**config.mk**
```make
export PLATFORM = sky130hd
export DESIGN_NAME = cbc_bus_ctrl
export DESIGN_NICKNAME = d
export VERILOG_FILES = /design/src/inc/cbc_pkg.sv /design/src/design/cbc_slow_clock.sv /design/src/design/cbc_bus_ctrl.sv
export VERILOG_INCLUDE_DIRS = /design/src /design/src/inc
export SDC_FILE = /design/constraint.sdc
export NUM_CORES = 1
export LEC_CHECK = 0
export ABC_AREA = 0
export BUFFER_PORTS_ARGS = -buffer_cell sky130_fd_sc_hd__buf_2
export CAP_MARGIN = 20
export CORE_UTILIZATION = 52
export DETAILED_ROUTE_END_ITERATION = 7
export GPL_ROUTABILITY_DRIVEN = 0
export HOLD_SLACK_MARGIN = 0.15
export PLACE_DENSITY = 0.79
export SYNTH_ARGS = -nofsm -noshare
export SYNTH_HDL_FRONTEND = slang
export SYNTH_HIERARCHICAL = 1
export SYNTH_SLANG_ARGS = --single-unit
```
**constraint.sdc**
```tcl
create_clock -name clk_in -period 5.95 [get_ports clk_in]
set_input_delay 0.595 -clock clk_in [delete_from_list [all_inputs] [get_ports clk_in]]
set_output_delay 0.595 -clock clk_in [all_outputs]
set_load 0.01 [all_outputs]
```
**src/inc/cbc_map.svh**
```systemverilog
/*
 * Offsets-free constant map for the bus control block: cycle classes,
 * address layout and slow clock phase counts.
 * Assumes inclusion by bare name from the package and design files.
 */
`ifndef CBC_MAP_SVH
`define CBC_MAP_SVH

// ----------------------------------------------------------------
// slow peripheral clock phases (input clock periods)
// ----------------------------------------------------------------
`define CBC_SLOW_LOW_CYC 6
`define CBC_SLOW_HIGH_CYC 4
`define CBC_SLOW_PERIOD (`CBC_SLOW_LOW_CYC + `CBC_SLOW_HIGH_CYC)

// ----------------------------------------------------------------
// cycle class codes, msb first
// ----------------------------------------------------------------
`define CBC_CC_USER_DATA 3'h1
`define CBC_CC_USER_PROG 3'h2
`define CBC_CC_SUP_DATA 3'h5
`define CBC_CC_SUP_PROG 3'h6
`define CBC_CC_INT_ACK 3'h7

// ----------------------------------------------------------------
// address layout
// ----------------------------------------------------------------
`define CBC_ADDR_W 23
`define CBC_LONG_STEP 23'h00_0001
`define CBC_IACK_HIGH 20'hF_FFFF

`endif

```
**src/inc/cbc_pkg.sv**
```systemverilog
/*
 * Types for the bus control block.
 * Assumes cbc_map.svh is on the include path.
 */
`include "cbc_map.svh"

package cbc_pkg;

    typedef enum logic [2:0] {
        CBC_SZ_BYTE = 3'b001,
        CBC_SZ_WORD = 3'b010,
        CBC_SZ_LONG = 3'b100
    } cbc_size_t;

    // one request from the execution core
    typedef struct packed {
        logic [23:0] byte_addr;
        logic rd;
        cbc_size_t size;
        logic [2:0] cycle_class;
        logic [2:0] irq_level;
        logic [31:0] wdata;
    } cbc_req_t;

    // bus-side pin group, drive values only; output enables are separate ports
    typedef struct packed {
        logic [22:0] addr;
        logic [15:0] data;
        logic as_n;
        logic rd_wr_n;
        logic ubs_n;
        logic lbs_n;
        logic vma_n;
        logic [2:0] cc;
    } cbc_pins_t;

endpackage : cbc_pkg

```
**src/design/cbc_slow_clock.sv**
```systemverilog
/*
 * Free-running ring counter producing the slow peripheral clock.
 * Assumes one continuously running input clock.
 */
`timescale 1ns/10ps
`include "cbc_map.svh"

module cbc_slow_clock #(
    parameter int LOW_CYC = `CBC_SLOW_LOW_CYC,
    parameter int HIGH_CYC = `CBC_SLOW_HIGH_CYC
) (
    // clock
    input wire logic clk_in,
    // slow clock and its edges
    output logic slow_clk_out,
    output logic slow_fall_out,
    output logic slow_rise_out
);
    localparam int PERIOD = LOW_CYC + HIGH_CYC;

    // ring is 16 flops wide, so longer periods cannot be served
    if (LOW_CYC < 1 || HIGH_CYC < 1 || PERIOD > 16) begin : g_bad_phase
        $error("slow clock phases out of range");
    end

    // ----------------------------------------------------------------
    // ring counter
    // ----------------------------------------------------------------
    // no reset: starting phase is arbitrary, runs regardless of bus state
    logic [15:0] ring_q = 16'h0001;

    always_ff @(posedge clk_in) begin
        ring_q <= {ring_q[14:0], ring_q[PERIOD-1]} & 16'((1 << PERIOD) - 1);
    end

    logic [15:0] high_mask;
    assign high_mask = 16'(((1 << HIGH_CYC) - 1) << LOW_CYC);

    assign slow_clk_out = |(ring_q & high_mask);
    assign slow_rise_out = ring_q[LOW_CYC-1];
    assign slow_fall_out = ring_q[PERIOD-1];

    property p_slow_low;
        @(posedge clk_in) $fell(slow_clk_out) |-> !slow_clk_out [*6];
    endproperty
    a_slow_low: assert property (p_slow_low) else $error("slow clock low phase not six cycles");
endmodule : cbc_slow_clock

```
**src/design/cbc_bus_ctrl.sv**
```systemverilog
/*
 * Bus control side of the processor: stop line, strobes, cycle class,
 * slow peripheral handshake, byte placement and bus release.
 * Assumes pins arrive unsynchronised and the core holds a request until done.
 */
// Functional notes
// - external stop: finish cycle, then idle
// - stopped: controls inactive, three-state lines float
// - drive stop line when processor halts
// - slow clock: six low, four high
// - slow clock free-running, arbitrary start phase
// - peripheral select syncs transfer to slow clock
// - peripheral select in acknowledge means autovector
// - sync address valid only on peripheral select
// - cycle class code encodings
// - cycle class stable while address strobe asserted
// - on takeover float controls; stopped floats address/data
// - high byte at even address
// - multi-byte accesses word aligned only
// - long word second half at n plus two
// - byte access strobe chosen by byte select bit
// - acknowledge address: level low, rest high
`timescale 1ns/10ps
`include "cbc_map.svh"

module cbc_bus_ctrl (
    // clock and reset
    input wire logic clk_in,
    input wire logic rst_b_in,
    // core request
    input wire logic req_valid_in,
    input wire cbc_pkg::cbc_req_t req_in,
    input wire logic core_halted_in,
    output logic req_ready_out,
    output logic req_done_out,
    output logic req_fault_out,
    output logic req_autovec_out,
    output logic [31:0] rdata_out,
    // bus pins, active low where named _n
    output cbc_pkg::cbc_pins_t pin_drv_out,
    output logic addr_oe_out,
    output logic data_oe_out,
    output logic ctrl_oe_out,
    input wire logic [15:0] data_in,
    input wire logic transfer_ack_n_in,
    input wire logic bus_fault_n_in,
    input wire logic sync_peripheral_select_n_in,
    input wire logic take_over_confirm_n_in,
    input wire logic [2:0] irq_level_n_in,
    // stop line, open drain
    input wire logic stop_n_in,
    output logic stop_n_out,
    output logic stop_oe_out,
    // slow peripheral clock
    output logic slow_clk_out
);
    typedef enum logic [4:0] {
        ST_IDLE = 5'b00001,
        ST_ADDR = 5'b00010,
        ST_WAIT = 5'b00100,
        ST_SYNC = 5'b01000,
        ST_END = 5'b10000
    } cbc_state_t;

    // ----------------------------------------------------------------
    // pin synchronisers
    // ----------------------------------------------------------------
    logic [4:0] s1_q, s2_q;
    logic [15:0] d1_q, d2_q;
    logic [2:0] i1_q, i2_q;
    always_ff @(posedge clk_in) begin
        s1_q <= {transfer_ack_n_in, bus_fault_n_in, sync_peripheral_select_n_in, take_over_confirm_n_in, stop_n_in};
        s2_q <= s1_q;
        d1_q <= data_in;
        d2_q <= d1_q;
        i1_q <= irq_level_n_in;
        i2_q <= i1_q;
    end
    logic ack, fault, psel, taken, ext_stop;
    assign ack = !s2_q[4];
    assign fault = !s2_q[3];
    assign psel = !s2_q[2];
    assign taken = !s2_q[1];
    assign ext_stop = !s2_q[0] && !core_halted_in;
    // answers must be seen released before the next cycle, else a stale ack ends it early
    logic released;
    assign released = !ack && !fault && !psel;

    // ----------------------------------------------------------------
    // slow clock
    // ----------------------------------------------------------------
    logic slow_fall, slow_rise;
    cbc_slow_clock u_slow (
        .clk_in(clk_in),
        .slow_clk_out(slow_clk_out),
        .slow_fall_out(slow_fall),
        .slow_rise_out(slow_rise)
    );

    // ----------------------------------------------------------------
    // helpers
    // ----------------------------------------------------------------
    function automatic logic [22:0] word_addr(input logic [23:0] a, input logic second, input logic [2:0] lvl,
                                              input logic iack);
        if (iack) begin
            word_addr = {`CBC_IACK_HIGH, lvl};
        end else begin
            word_addr = a[23:1] + (second ? `CBC_LONG_STEP : 23'h00_0000);
        end
    endfunction : word_addr

    function automatic logic legal_class(input logic [2:0] c);
        legal_class = (c == `CBC_CC_USER_DATA) || (c == `CBC_CC_USER_PROG) || (c == `CBC_CC_SUP_DATA) ||
                      (c == `CBC_CC_SUP_PROG) || (c == `CBC_CC_INT_ACK);
    endfunction : legal_class

    // ----------------------------------------------------------------
    // cycle state
    // ----------------------------------------------------------------
    cbc_state_t state_q;
    cbc_pkg::cbc_req_t req_q;
    logic second_q, sync_q, stopped_q;
    logic iack;
    logic bad_req;
    assign iack = req_q.cycle_class == `CBC_CC_INT_ACK;
    assign bad_req = !legal_class(req_in.cycle_class) ||
                     (req_in.size != cbc_pkg::CBC_SZ_BYTE && req_in.byte_addr[0]);

    // new cycles start only when neither stopped nor released
    assign req_ready_out = (state_q == ST_IDLE) && !ext_stop && !taken && !core_halted_in;

    always_ff @(posedge clk_in) begin
        if (!rst_b_in) begin
            state_q <= ST_IDLE;
            second_q <= 1'b0;
            sync_q <= 1'b0;
        end else begin
            case (state_q)
                ST_IDLE: begin
                    second_q <= 1'b0;
                    sync_q <= 1'b0;
                    if (req_valid_in && req_ready_out && !bad_req) begin
                        state_q <= ST_ADDR;
                    end
                end
                ST_ADDR: state_q <= ST_WAIT;
                ST_WAIT: begin
                    if (fault) begin
                        state_q <= ST_END;
                    end else if (psel) begin
                        state_q <= ST_SYNC;
                    end else if (ack) begin
                        state_q <= ST_END;
                    end
                end
                ST_SYNC: begin
                    if (slow_rise) begin
                        sync_q <= 1'b1;
                    end
                    if (sync_q && slow_fall) begin
                        sync_q <= 1'b0;
                        state_q <= ST_END;
                    end
                end
                ST_END: begin
                    if (released) begin
                        if (req_q.size == cbc_pkg::CBC_SZ_LONG && !second_q && !req_fault_out) begin
                            second_q <= 1'b1;
                            state_q <= ST_ADDR;
                        end else begin
                            state_q <= ST_IDLE;
                        end
                    end
                end
                default: state_q <= ST_IDLE;
            endcase
        end
    end

    // request held for the whole cycle so class cannot move under the strobe
    always_ff @(posedge clk_in) begin
        if (!rst_b_in) begin
            req_q <= '0;
        end else if (state_q == ST_IDLE && req_valid_in && req_ready_out) begin
            req_q <= req_in;
        end
    end

    always_ff @(posedge clk_in) begin
        if (!rst_b_in) begin
            stopped_q <= 1'b0;
        end else begin
            stopped_q <= ext_stop && (state_q == ST_IDLE);
        end
    end

    // ----------------------------------------------------------------
    // read data and completion
    // ----------------------------------------------------------------
    logic latch;
    assign latch = (state_q == ST_WAIT && ack && !psel && !fault) || (state_q == ST_SYNC && sync_q && slow_fall);
    always_ff @(posedge clk_in) begin
        if (!rst_b_in) begin
            rdata_out <= 32'h0000_0000;
            req_done_out <= 1'b0;
            req_fault_out <= 1'b0;
            req_autovec_out <= 1'b0;
        end else begin
            req_done_out <= 1'b0;
            if (state_q == ST_IDLE && req_valid_in && req_ready_out && bad_req) begin
                req_done_out <= 1'b1;
                req_fault_out <= 1'b1;
            end
            if (state_q == ST_WAIT && fault) begin
                req_fault_out <= 1'b1;
            end
            if (state_q == ST_ADDR && !second_q) begin
                req_fault_out <= 1'b0;
                req_autovec_out <= 1'b0;
            end
            if (state_q == ST_WAIT && psel && iack) begin
                req_autovec_out <= 1'b1;
            end
            if (latch && req_q.rd) begin
                if (req_q.size == cbc_pkg::CBC_SZ_BYTE) begin
                    rdata_out <= {24'h00_0000, req_q.byte_addr[0] ? d2_q[7:0] : d2_q[15:8]};
                end else if (second_q || req_q.size == cbc_pkg::CBC_SZ_WORD) begin
                    rdata_out[15:0] <= d2_q;
                end else begin
                    rdata_out[31:16] <= d2_q;
                end
            end
            if (state_q == ST_END && released &&
                !(req_q.size == cbc_pkg::CBC_SZ_LONG && !second_q && !req_fault_out)) begin
                req_done_out <= 1'b1;
            end
        end
    end

    // ----------------------------------------------------------------
    // pin drive
    // ----------------------------------------------------------------
    logic busy;
    logic [15:0] wword;
    assign busy = (state_q == ST_WAIT) || (state_q == ST_SYNC) || (state_q == ST_ADDR);
    assign wword = (req_q.size == cbc_pkg::CBC_SZ_BYTE) ? {2{req_q.wdata[7:0]}} :
                   (req_q.size == cbc_pkg::CBC_SZ_LONG && !second_q) ? req_q.wdata[31:16] : req_q.wdata[15:0];

    always_ff @(posedge clk_in) begin
        if (!rst_b_in) begin
            pin_drv_out <= '1;
        end else begin
            pin_drv_out.addr <= word_addr(req_q.byte_addr, second_q, ~i2_q, iack);
            pin_drv_out.data <= wword;
            pin_drv_out.rd_wr_n <= !busy || req_q.rd;
            pin_drv_out.as_n <= !busy;
            // byte strobe from the byte select bit
            pin_drv_out.ubs_n <= !(busy && state_q != ST_ADDR &&
                                   (req_q.size != cbc_pkg::CBC_SZ_BYTE || !req_q.byte_addr[0]));
            pin_drv_out.lbs_n <= !(busy && state_q != ST_ADDR &&
                                   (req_q.size != cbc_pkg::CBC_SZ_BYTE || req_q.byte_addr[0]));
            pin_drv_out.vma_n <= !(state_q == ST_SYNC && sync_q && !(slow_fall));
            pin_drv_out.cc <= req_q.cycle_class;
        end
    end

    // stop floats address/data, takeover floats all controls
    assign addr_oe_out = !stopped_q && !taken;
    // follows the registered write level so data stands as long as the strobes
    assign data_oe_out = !stopped_q && !taken && !pin_drv_out.rd_wr_n;
    assign ctrl_oe_out = !taken;

    assign stop_n_out = 1'b0;
    assign stop_oe_out = core_halted_in;

    // ----------------------------------------------------------------
    // checks
    // ----------------------------------------------------------------
    property p_class_stable;
        @(posedge clk_in) disable iff (!rst_b_in)
        (!pin_drv_out.as_n && !$past(pin_drv_out.as_n)) |-> $stable(pin_drv_out.cc);
    endproperty
    a_class_stable: assert property (p_class_stable) else $error("cycle class moved under strobe");

    property p_vma_needs_psel;
        @(posedge clk_in) disable iff (!rst_b_in)
        !pin_drv_out.vma_n |-> $past(state_q == ST_SYNC);
    endproperty
    a_vma_needs_psel: assert property (p_vma_needs_psel) else $error("sync valid without select");

    property p_stop_drive;
        @(posedge clk_in) disable iff (!rst_b_in)
        core_halted_in |-> stop_oe_out && !stop_n_out;
    endproperty
    a_stop_drive: assert property (p_stop_drive) else $error("stop line not driven on halt");

    property p_stopped_idle;
        @(posedge clk_in) disable iff (!rst_b_in)
        stopped_q |-> !addr_oe_out && !data_oe_out && pin_drv_out.as_n;
    endproperty
    a_stopped_idle: assert property (p_stopped_idle) else $error("stopped but bus active");

    property p_no_start_stopped;
        @(posedge clk_in) disable iff (!rst_b_in)
        (ext_stop && state_q == ST_IDLE) |=> state_q == ST_IDLE;
    endproperty
    a_no_start_stopped: assert property (p_no_start_stopped) else $error("cycle began while stopped");

    property p_takeover_float;
        @(posedge clk_in) disable iff (!rst_b_in)
        taken |-> !ctrl_oe_out && !addr_oe_out;
    endproperty
    a_takeover_float: assert property (p_takeover_float) else $error("takeover but outputs driven");

    property p_legal_class;
        @(posedge clk_in) disable iff (!rst_b_in)
        !pin_drv_out.as_n |-> legal_class(pin_drv_out.cc);
    endproperty
    a_legal_class: assert property (p_legal_class) else $error("reserved cycle class driven");

    property p_byte_strobe;
        @(posedge clk_in) disable iff (!rst_b_in)
        (!pin_drv_out.ubs_n && req_q.size == cbc_pkg::CBC_SZ_BYTE) |-> pin_drv_out.lbs_n;
    endproperty
    a_byte_strobe: assert property (p_byte_strobe) else $error("two strobes on byte access");
endmodule : cbc_bus_ctrl

```
==> impl_metrics.toml <==
[synth]
synth_edf_count = 0
synth_nets = 876
yosys_warnings = 6
ys_seq_area_share_pct = 59.5
syn_avg_cell_area_sq_um = 9.12
ys_seq_elements = 211
synth.distinct_cells = 51
ys.flop_type = "dfxtp_1"
async_reset_ff_share_pct = 0
synth_cells = 779
netlist_area_sq_um = 7100

[timing]
finalClockSkew_ns = 0.0132
relSlewSlack_pct = 43.9
fmax_mhz = 405
fin_tns_setup_ns = 0
hold_slack_ns = 0.202
maxSlewViolCount = 0
period_share_pct = 41.5
period_needed_ns = 2.47
setup_viol = 0
finalHoldViolations = 0
rsz0062_at_grt = "no"
worstMarginPinSlew_ns = 0.834
fin_ws_ns = 3.48

[critical_path]
critical_path.endpoint_type = "primary output"
cp_slowest_cell = "nor3_1"
required_ns = 5.36
critPathMaxFanout = 7
rr_worst_depth = 7
rr_startpoint = "second_q"
r2r_end = "pin_drv_out[38]"
cpPeakStageDelay_ns = 0.47
start_kind = "register"
worstSetupPathType = "reg -> out"
cp.arrival_ns = 1.87
path_cells = "nor3_1 -> nand2_1 -> nor2_1 -> buf_2"
r2r_slack_ns = 3.54

[clocking]
cts_tree = "yes"
numCtsBuffers = 21
ctsHtreeMaxLevel = 1
cts_resized = 0
clockBufferDepth = 3
cts.clk_slew.worst_paths_ns = 0.06
cts_setup_buffers = 0
clkLatencyLatePin_ns = 0.49
root_buffer = "clkbuf_16"
clock_sinks = 211
ctsHoldBuffers = 0

[min_path]
holdPathEnd = "d1_q[8]"
hp-start = "data_in[8]"
holdCritPathClass = "in -> reg"
min_path_cells = 1

[pwr]
comb_power_share_pct = 4.4
power_w = 0.00308
p_leak_nw = 3.83
p_clk_share_pct = 47.5
p_int_w = 0.00245
seq_power_share_pct = 48.1
power_density_nw_per_um2 = 346
peakVddDrop_mv = 0.234
netSwitchingFraction_pct = 20.4
p_sw_w = 0.000628

[run_status]
outcome = "complete, no violations"

[detailed_routing]
drt-pass1-iter-count = 5
via_per_inst = 5.14
antenna_left = 0
drc = 0
detail_route.wl_per_cell_um = 14.6
drtIter0Drc = 411
drt_wl_total_mm = 16.6
dr_total_vias = 5834

[global_routing]
grt_max_degree = 70
grt_pass1_wl_mm = 26.6
first_global_vias = 5406
grt_overflow = 0
grt_usage_pct = 23.3
grt_antenna_before_repair = 2

[final_layout]
syn2layout_area_growth_pct = 25.1
drive_gt1_share_pct = 25.1
finalNonFillerCells = 1135
insertedDiodeCount = 0
fin_nets = 1041

[floorplanning]
core_area_sq_um = 13300
dieArea_sq_um = 14100
num_io_pins = 183
row_count = 42
initial_core_util_pct = 53.4
die_w_um = 119
die_h_um = 119

[place]
hpwlAfterDp_mm = 11.0
post-place-ws_ns = 3.48
dp_cells = 1097
numPortBuffers = 178

[flow_run]
drv_cap = 0
power groups by stage:
stage / combinational [W] / clock [W] / sequential (W)
after floorplan: 0.0000614 / 0 / 0.00152
after global placement: 0.000134 / 0 / 0.00151
after detailed placement: 0.000136 / 0 / 0.00151
after CTS: 0.000137 / 0.00149 / 0.00148
after global routing: 0.000151 / 0.00155 / 0.00148
final: 0.000136 / 0.00146 / 0.00148
flip-flops by register name, indices dropped and copies added, names as in the netlist, 3 cells and up:
register / flops
d1_q: 16
d2_q: 16
i1_q: 3
i2_q: 3
pin_drv_out: 47
rdata_out: 32
req_q: 63
s1_q: 5
s2_q: 5
state_q: 5
u_slow/ring_q: 10
synthesized netlist by cell type (4+ instances only):
| library cell | number | area share (%) |
|---|---|---|
| mux2i_1 | 8 | 1.1 |
| xor2_1 | 15 | 1.8 |
| a21oi_1 | 77 | 5.4 |
| nor2_1 | 11 | 0.58 |
| inv_1 | 8 | 0.42 |
| nand2b_1 | 4 | 0.35 |
| clkbuf_1 | 35 | 1.8 |
| mux2_2 | 9 | 1.4 |
| and3_1 | 7 | 0.62 |
| nand3_1 | 33 | 2.3 |
| o21ai_0 | 20 | 1.4 |
| a22o_1 | 8 | 0.99 |
| dfxtp_1 | 211 | 59 |
| nor3_1 | 5 | 0.35 |
| nand2_1 | 245 | 13 |
| buf_4 | 4 | 0.42 |
| nand4_1 | 7 | 0.62 |
| o22ai_1 | 17 | 1.5 |
routing by layer:
layer	track usage, %	vias to the layer above	share of wire (%)
met5	0	-	0.079
met4	6.17	2	1.6
li1	-	2938	-
met1	29.9	2651	43
met3	6.75	22	8.3
met2	38.5	221	47
cell usage in the layout, fill, tap and decap left out, types with 4 or more instances in the layout:
cell / instances
buf_4: 7
buf_2: 178
o21ai_0: 20
dfxtp_1: 211
mux2i_1: 8
bufinv_16: 5
inv_1: 8
nor2_1: 10
nor3_1: 5
mux2_2: 9
clkbuf_16: 21
nand3_1: 33
a22o_1: 8
xor2_1: 15
nand2b_1: 4
nand4_1: 7
a21oi_1: 77
nand2_1: 245
clkbuf_8: 5
o22ai_1: 17
and3_1: 7
cells by family after synthesis:
group | Yosys count | synth area share [%]
flops | 211 | 59.5
other cells | 1 | 0.0528
fa+ha+maj | 3 | 0.528
mux | 17 | 2.55
xor+xnor | 18 | 2.22
buf+inv | 52 | 3.01
simple gates | 339 | 20.8
compound gates | 138 | 11.4
how the worst max path moves through the flow:
stage | startpoint | to | depth (start not counted)
after floorplan | second_q | pin_drv_out[43] | 6
after global placement | core_halted_in | req_q[61] | 7
after detailed placement | core_halted_in | req_q[47] | 7
after CTS | state_q[1] | req_ready_out | 4
after global routing | state_q[3] | req_ready_out | 4
final | state_q[1] | req_ready_out | 4
cell type report:
class                   count  area, sq um
multi-input cells         516         2680
fillers                  1103         4410
clock inverters             9          180
flip-flops and latches    211         4220
repair buffers            185          943
inverters                   9         33.8
clock buffers              29          606
well taps                 176          220
worst max-delay path, delay by kind of cell (launching register included):
family / cells / cell delay (ns)
simple gates: 3 / 0.88
flops: 1 / 0.37
buf+inv: 1 / 0.15
metrics by stage:
stage / area [sq um] / util [%]
global route: 8890 / 66.8
detailed placement: 8100 / 60.9
global placement: 8100 / 60.9
CTS: 8890 / 66.8
floorplan: 7100 / -
finish: 8890 / 66.8
Note: power is estimated with default switching activity, not from simulation.
